### src/verilog/tpcr_defines.svh
// Constants of the PMA/PCS control and status register bank.
// Assumes 32-bit APB data; each register sits in one aligned word at four times its index.
`ifndef TPCR_DEFINES_SVH
`define TPCR_DEFINES_SVH

// ****************************************************************
// Register indexes; byte address is four times the index
// ****************************************************************
`define TPCR_IDX_ROLE       14'h1834
`define TPCR_IDX_TEST       14'h1836
`define TPCR_IDX_CTRL1      14'h3000
`define TPCR_IDX_STAT1      14'h3001
`define TPCR_IDX_IRQ_STAT   14'h3010
`define TPCR_IDX_IRQ_MASK   14'h3011

// ****************************************************************
// Field positions
// ****************************************************************
`define TPCR_ROLE_MANUAL    15
`define TPCR_ROLE_SEL       14
`define TPCR_TEST_HI        15
`define TPCR_TEST_LO        13
`define TPCR_CTRL_SOFT_RST  15
`define TPCR_CTRL_LOOP      14
`define TPCR_CTRL_RXSTOP    10
`define TPCR_STAT_TX_LATCH  11
`define TPCR_STAT_RX_LATCH  10
`define TPCR_STAT_TX_NOW    9
`define TPCR_STAT_RX_NOW    8
`define TPCR_STAT_TXSTOP    6
`define TPCR_EV_TX          0
`define TPCR_EV_RX          1

// ****************************************************************
// Reset values and the read-only type code
// ****************************************************************
`define TPCR_RST_TEST       16'h0000
`define TPCR_RST_RXSTOP     1'h1
`define TPCR_RST_MASK       2'h0
`define TPCR_TYPE_T1        4'h0

`endif

### src/verilog/tpcr_pkg.sv
// Types shared by the PMA/PCS control and status register bank.
// Assumes the constants of tpcr_defines.svh.
package tpcr_pkg;

   // Live low-power-idle conditions from the coding sublayer.
   typedef struct packed {
      logic transmit_idle_now;
      logic receive_idle_now;
      logic tx_clock_stoppable;
   } tpcr_lpi_in_type;

   // Test mode codes.
   typedef enum logic [2:0] {
      TPCR_TM_NORMAL = 3'h0,
      TPCR_TM_ONE    = 3'h1,
      TPCR_TM_TWO    = 3'h2,
      TPCR_TM_FOUR   = 3'h4,
      TPCR_TM_FIVE   = 3'h5
   } tpcr_test_mode_type;

   // Whole state of the register bank.
   typedef struct packed {
      logic        strap_done;
      logic        link_role_select;
      logic [15:0] test;
      logic        soft_reset;
      logic        loop_enable;
      logic        rx_stoppable;
      logic        tx_seen_latched;
      logic        rx_seen_latched;
      logic        tx_prev;
      logic        rx_prev;
      logic [1:0]  ev;
      logic [1:0]  mask;
      logic [2:0]  test_mode;
      logic        rx_stop_ok;
      logic        irq;
      logic        pready;
      logic        pslverr;
      logic [31:0] prdata;
   } tpcr_state_type;

endpackage

### src/verilog/tpcr_regs.sv
// PMA/PCS control and status registers of a single-pair PHY, reached over APB.
// Assumes one clock pclk, asynchronous active-low presetn and synchronous inputs.
`timescale 1ns/100ps
`include "tpcr_defines.svh"

module tpcr_regs (
   // Clock and reset
   input  wire logic                      pclk,
   input  wire logic                      presetn,
   // APB slave
   input  wire logic                      psel,
   input  wire logic                      penable,
   input  wire logic                      pwrite,
   input  wire logic [15:0]               paddr,
   input  wire logic [31:0]               pwdata,
   output      logic [31:0]               prdata,
   output      logic                      pready,
   output      logic                      pslverr,
   // Straps
   input  wire logic                      package_36_pin,
   input  wire logic                      indicator_zero_strap,
   input  wire logic                      receive_bit_three_strap,
   // Coding sublayer conditions
   input  wire tpcr_pkg::tpcr_lpi_in_type lpi_in,
   // Controls
   output      logic                      link_role_select,
   output      logic [2:0]                test_mode_select,
   output      logic                      coding_sublayer_soft_reset,
   output      logic                      coding_sublayer_loop_enable,
   output      logic                      receive_clock_stop_allowed,
   // Interrupt
   output      logic                      irq
);

   // ****************************************************************
   // Functions
   // ****************************************************************
   function automatic logic [2:0] decode_test(input logic [2:0] code);
      case (code)
         3'h1, 3'h2, 3'h4, 3'h5: decode_test = code;
         default:                decode_test = 3'h0;
      endcase
   endfunction

   function automatic logic is_mapped(input logic [13:0] idx);
      is_mapped = (idx == `TPCR_IDX_ROLE) || (idx == `TPCR_IDX_TEST) ||
                  (idx == `TPCR_IDX_CTRL1) || (idx == `TPCR_IDX_STAT1) ||
                  (idx == `TPCR_IDX_IRQ_STAT) || (idx == `TPCR_IDX_IRQ_MASK);
   endfunction

   // ****************************************************************
   // State
   // ****************************************************************
   tpcr_pkg::tpcr_state_type q;
   tpcr_pkg::tpcr_state_type d;
   logic [13:0]              idx;
   logic                     setup;
   logic                     acc;
   logic                     wr;
   logic                     rd;
   logic                     strap_pick;
   logic [15:0]              rdata;
   logic                     clr_stat;
   logic                     clr_irq;

   assign idx        = paddr[15:2];
   assign setup      = psel & ~penable;
   assign acc        = psel & penable & q.pready;
   assign wr         = acc & pwrite & ~q.pslverr;
   assign rd         = acc & ~pwrite & ~q.pslverr;
   assign strap_pick = package_36_pin ? indicator_zero_strap : receive_bit_three_strap;
   assign clr_stat   = rd & (idx == `TPCR_IDX_STAT1);
   assign clr_irq    = rd & (idx == `TPCR_IDX_IRQ_STAT);

   // ****************************************************************
   // Read multiplexer
   // ****************************************************************
   always_comb begin
      rdata = 16'h0000;
      case (idx)
         `TPCR_IDX_ROLE: begin
            rdata[`TPCR_ROLE_MANUAL] = 1'b1;
            rdata[`TPCR_ROLE_SEL]    = q.link_role_select;
            rdata[3:0]               = `TPCR_TYPE_T1;
         end
         `TPCR_IDX_TEST: begin
            rdata = q.test;
         end
         `TPCR_IDX_CTRL1: begin
            rdata[`TPCR_CTRL_SOFT_RST] = q.soft_reset;
            rdata[`TPCR_CTRL_LOOP]     = q.loop_enable;
            rdata[`TPCR_CTRL_RXSTOP]   = q.rx_stoppable;
         end
         `TPCR_IDX_STAT1: begin
            rdata[`TPCR_STAT_TX_LATCH] = q.tx_seen_latched;
            rdata[`TPCR_STAT_RX_LATCH] = q.rx_seen_latched;
            rdata[`TPCR_STAT_TX_NOW]   = lpi_in.transmit_idle_now;
            rdata[`TPCR_STAT_RX_NOW]   = lpi_in.receive_idle_now;
            rdata[`TPCR_STAT_TXSTOP]   = lpi_in.tx_clock_stoppable;
         end
         `TPCR_IDX_IRQ_STAT: begin
            rdata[1:0] = q.ev;
         end
         `TPCR_IDX_IRQ_MASK: begin
            rdata[1:0] = q.mask;
         end
         default: begin
            rdata = 16'h0000;
         end
      endcase
   end

   // ****************************************************************
   // Next state
   // ****************************************************************
   always_comb begin
      d = q;
      // APB answers one cycle after setup, so every access takes two cycles.
      d.pready  = setup;
      d.pslverr = setup & ~is_mapped(idx);
      if (setup) begin
         d.prdata = {16'h0000, rdata};
      end

      // The strap is caught on the first edge after reset release.
      if (!q.strap_done) begin
         d.strap_done       = 1'b1;
         d.link_role_select = strap_pick;
      end

      d.soft_reset = 1'b0;
      if (wr) begin
         case (idx)
            `TPCR_IDX_ROLE: begin
               d.link_role_select = pwdata[`TPCR_ROLE_SEL];
            end
            `TPCR_IDX_TEST: begin
               d.test = pwdata[15:0];
            end
            `TPCR_IDX_CTRL1: begin
               d.loop_enable  = pwdata[`TPCR_CTRL_LOOP];
               d.rx_stoppable = pwdata[`TPCR_CTRL_RXSTOP];
               d.soft_reset   = pwdata[`TPCR_CTRL_SOFT_RST];
            end
            `TPCR_IDX_IRQ_MASK: begin
               d.mask = pwdata[1:0];
            end
            default: begin
               d.mask = d.mask;
            end
         endcase
      end

      // The soft reset returns the control 1 and status 1 registers to their reset values.
      if (q.soft_reset) begin
         d.loop_enable     = 1'b0;
         d.rx_stoppable    = `TPCR_RST_RXSTOP;
         d.tx_seen_latched = 1'b0;
         d.rx_seen_latched = 1'b0;
      end

      // Only bits that were returned are cleared, so an event arriving between
      // setup and access survives; a set in the clearing cycle wins.
      if (clr_stat) begin
         d.tx_seen_latched = q.tx_seen_latched & ~q.prdata[`TPCR_STAT_TX_LATCH];
         d.rx_seen_latched = q.rx_seen_latched & ~q.prdata[`TPCR_STAT_RX_LATCH];
      end
      if (lpi_in.transmit_idle_now) begin
         d.tx_seen_latched = 1'b1;
      end
      if (lpi_in.receive_idle_now) begin
         d.rx_seen_latched = 1'b1;
      end

      // Interrupt events are rising edges of the idle conditions.
      d.tx_prev = lpi_in.transmit_idle_now;
      d.rx_prev = lpi_in.receive_idle_now;
      if (clr_irq) begin
         d.ev = q.ev & ~q.prdata[1:0];
      end
      d.ev[`TPCR_EV_TX] = d.ev[`TPCR_EV_TX] | (lpi_in.transmit_idle_now & ~q.tx_prev);
      d.ev[`TPCR_EV_RX] = d.ev[`TPCR_EV_RX] | (lpi_in.receive_idle_now & ~q.rx_prev);
      d.irq = |(d.ev & d.mask);

      d.test_mode  = decode_test(q.test[`TPCR_TEST_HI:`TPCR_TEST_LO]);
      d.rx_stop_ok = q.rx_stoppable & lpi_in.receive_idle_now;
   end

   always_ff @(posedge pclk or negedge presetn) begin
      if (!presetn) begin
         q              <= '0;
         q.test         <= `TPCR_RST_TEST;
         q.rx_stoppable <= `TPCR_RST_RXSTOP;
         q.mask         <= `TPCR_RST_MASK;
      end else begin
         q <= d;
      end
   end

   // ****************************************************************
   // Outputs
   // ****************************************************************
   assign prdata                      = q.prdata;
   assign pready                      = q.pready;
   assign pslverr                     = q.pslverr;
   assign link_role_select            = q.link_role_select;
   assign test_mode_select            = q.test_mode;
   assign coding_sublayer_soft_reset  = q.soft_reset;
   assign coding_sublayer_loop_enable = q.loop_enable;
   assign receive_clock_stop_allowed  = q.rx_stop_ok;
   assign irq                         = q.irq;

   logic rd_setup_role;
   logic rd_setup_stat;
   assign rd_setup_role = setup & ~pwrite & (idx == `TPCR_IDX_ROLE);
   assign rd_setup_stat = setup & ~pwrite & (idx == `TPCR_IDX_STAT1);
endmodule // tpcr_regs
### config.mk
export PLATFORM = sky130hd
export DESIGN_NAME = tpcr_regs
export DESIGN_NICKNAME = d
export VERILOG_FILES = /design/src/verilog/tpcr_pkg.sv /design/src/verilog/tpcr_regs.sv
export VERILOG_INCLUDE_DIRS = /design/src /design/src/verilog
export SDC_FILE = /design/constraint.sdc
export NUM_CORES = 1
export LEC_CHECK = 0
export BUFFER_PORTS_ARGS = -buffer_cell sky130_fd_sc_hd__buf_2
export CAP_MARGIN = 5
export CORE_MARGIN = 5
export CORE_UTILIZATION = 29
export DETAILED_ROUTE_END_ITERATION = 7
export PLACE_DENSITY_LB_ADDON = 0.08
export SYNTH_ARGS = -nofsm -noshare
export SYNTH_HDL_FRONTEND = slang
export SYNTH_SLANG_ARGS = --single-unit
### constraint.sdc
create_clock -name pclk -period 1.7 [get_ports pclk]
set_input_delay 0.17 -clock pclk [delete_from_list [all_inputs] [get_ports pclk]]
set_output_delay 0.17 -clock pclk [all_outputs]
set_load 0.05 [all_outputs]
==> summary.md <==
| Metric | Value |
|---|---|
| Reg2reg start | pslverr$_DFF_PN0_ |
| Total grt overflow | 0 |
| CP Cell Sequence | and4b_2 -> nand2_2 -> nor4_4 -> nor2b_1 -> a211o_1 |
| Post-route DRC | 0 |
| DR WL/cell | between 10 and 15 um |
| Post-layout min period | roughly 1600 ps |
| Worst Path Required | 1930 ps |
| WL met1 | roughly 2700 um |
| Io pins | about 100 |
| Setup ws final | ~80 ps |
| Detail Route met3 WL | approximately 260 um |
| Yosys warns | 0 |
| Max_cap viols | 0 |
| Pwr/cell area | around 730 nW/um^2 |
| Lkg Pwr | ~1.6 nW |
| FMAX | roughly 620 MHz |
| Async SR Flop Fraction | between 90% and 100% |
| Register bit total from synthesis | between 50 and 60 |
| Antenna violations before repair | 0 |
| Final Routed Wirelength | a little under 6000 um |
| Status | finished clean |
| Cell count of the worst hold path | 1 |
| Area contributors post-synth | dfrtp_1 50%, buf_4 10%, mux2_4 5.9% |
| Clock transition at path regs | 90 ps |
| Top FF cell, synth | dfrtp_1 |
| Row Count | 34 |
| Switching power | a little under 0.6 mW |
| Peak VDD IR | between 0.0002 and 0.0003 V |
| RSZ-0062 raised after global routing | yes |
| Top sig layer | met4 |
| Number of diodes | 0 |
| Iteration count of the initial detailed-routing pass | 4 |
| Crit-path leading delay family | simple AND/OR/NAND/NOR gates |
| Hold WS | approximately 38 ps |
| Buffers & Inverters on Critical Path | 0 |
| Core ar. | about 8600 sq um |
| Sequential share of power | between 50% and 60% |
| Gate Count Post-Synth | approximately 230 |
| Clk buf depth | 2 |
| Root Driver | clkbuf_8 |
| Initial Util | between 20% and 30% |
| CP Launch Type | register |
| Most frequent cells in the layout | 66 x buf_2, 49 x dfrtp_1, 24 x nand2_1 |
| Area growth syn-to-layout | 20.5% |
| Fillers | approximately 930 |
| Antenna Nets Post-Route | 0 |
| Crit end category | register |
| TritonCTS Sinks | 52 |
| Clock power share | roughly a third |
| Seq/Total Area, Yosys | 51.2% |
| Clock Latency Late Sink | 300 ps |
| Max Fanout on Critical Path | 3 |
| Crit Path Class | register to register |
| DR vias | about 1700 |
| Total CTS buffers | 5 |
| Largest net degree at the start of global routing | 26 |
| Area leader, netlist | dfrtp_1 |
| Setup Skew | between 4 and 5 ps |
| Setup tns final | 0 ps |
| Final Max Slew Viols | 0 |
| R2r setup slk | about 80 ps |
| Final-report setup violation count | 0 |
| Vias in the first global route | ~1900 |
| Die width | ~100 um |
| Layout Nets | between 300 and 400 |
| WHS Endpoint | q[44]$_DFF_PN0_ |
| Post-synthesis cell area | 2540 sq um |
| Int Pwr | about 1.6 mW |
| Worst hold path class | primary input to register |
| Placed cells | 389 |
| Mean Syn Cell Area | roughly 11 sq um |
| Worst hold path startpoint | lpi_in[2] |
| Global-route wire length before repair | between 9000 and 10000 um |
| Register-to-Register Path Depth | 5 |
| Final cycle utilization of the critical path | roughly 95% |
| Placed instance area | roughly 2900 sq um |
| CTS tree | yes |
| Synth cell types | 42 |
| CTS H-tree lvls | 2 |
| DP Wirelength | around 4500 um |
| Die area | 10700 sq um |
| Sw frac | between 20% and 30% |
| Gpl congestion | about 0.73 |
| Worst reg2reg endpoint | q[47]$_DFFE_PN1P_ |
| Metal2 WL | ~2900 um |
| Non-filler instance count after layout | around 400 |
| Gate power share | between 10% and 20% |
| Post-Place Setup Slack | -63.7 ps |
| Commonest non-fill, non-tap cell in the layout | buf_2 |
| Layout cells sized above 1 | between 40% and 50% |
| Post-synth top area share | 50.2% |
| Largest stage delay on the critical path | about 420 ps |
| Total routing usage reported by global routing | between 10% and 20% |
| Port Buffers | between 60 and 70 |
| Slowest CP cell | dfrtp_2 |
| DR iter-0 viols | 25 |
| Die H | between 100 and 150 um |
| Post-route design area | around 3100 sq um |
| Hold Fails Final Rpt | 0 |
| Overall Power | 2.23 mW |
| DR vias/cell | ~4.3 |
| Fin util | between 30% and 40% |
| Post-synth EDFFs | 0 |
| CP arrival | between 1500 and 2000 ps |
==> power by group through the flow <==
stage / Sequential (mW) / Combinational [mW] / Clock, mW
global route: 1.25 / 0.285 / 0.798
CTS: 1.25 / 0.263 / 0.764
finish: 1.25 / 0.261 / 0.717
global placement: 1.27 / 0.260 / 0
detailed placement: 1.27 / 0.261 / 0
floorplan: 1.29 / 0.147 / 0
==> cell usage after synthesis, types with 2 or more instances <==
cell       count
nand2_1       25
o21ai_0       10
nand4b_1       2
buf_4         35
nand4_1        2
a2bb2oi_1      2
nor3b_1        2
mux2_4        10
mux2_2         6
and2_1         3
a22oi_1        4
nor2b_1        3
conb_1         2
a21o_1         2
a21oi_1        7
nor3_1         4
nand3_1        7
dfrtp_1       51
nor2_1         7
inv_1          9
clkbuf_1       3
mux2i_1       10
buf_2          2
==> layer usage <==
layer  GRT usage [%]  vias up
li1                -      848
met1            14.6      828
met2            18.6       40
met3            2.92        2
met4            2.34        0
met5               0        -
==> kinds of logic after synthesis <==
group                  after synthesis  share of synthesized area [%]
AOI/OAI and AO/OA                   27                           6.40
and+or+nand+nor                     69                           16.5
buffers and inverters               51                           13.1
muxes                               26                           12.5
other                                2                          0.295
DFF                                 52                           51.2
==> worst reg2reg max path: stages (launching register included) <==
cell	delay (ps)
dfrtp_2	420
and4b_2	350
nand2_2	120
nor4_4	310
nor2b_1	90
a211o_1	270
==> layout make-up <==
class                      count  area [sq um]  share of cell area, %
inverter                      10          37.5                   1.22
multi-input combinational    139           991                   32.3
clock inverter                 2          10.0                  0.327
tap                          108           135                   4.41
timing repair buffer          82           503                   16.4
sequential                    52          1310                   42.6
clock buffer                   6          82.6                   2.69
==> worst max path at each step <==
stage | startpoint | cells past startpoint | to
after floorplan | paddr[2] | 7 | q[55]$_DFFE_PN0P_
after global placement | paddr[9] | 6 | irq$_DFF_PN0_
after detailed placement | paddr[10] | 6 | irq$_DFF_PN0_
after CTS | pslverr$_DFF_PN0_ | 5 | q[47]$_DFFE_PN1P_
after global routing | pslverr$_DFF_PN0_ | 5 | q[47]$_DFFE_PN1P_
final | pslverr$_DFF_PN0_ | 5 | q[47]$_DFFE_PN1P_
==> state kept, by name (all words and copies together) (netlist names) <==
signal and flops:
receive_clock_stop_allowed 1, prdata 16, irq 1, test_mode_select 3
q 26, pslverr 1, pready 1, coding_sublayer_soft_reset 1
link_role_select 1, coding_sublayer_loop_enable 1
==> what timing repair did <==
item	CTS	global route
gates resized for setup	2	3
setup buffers	1	0
pin swaps	1	1
endpoints found under the setup margin	3	7
hold buffers	1	0
endpoints found under the hold margin	17	0
Power figures use the tool's default switching activity.
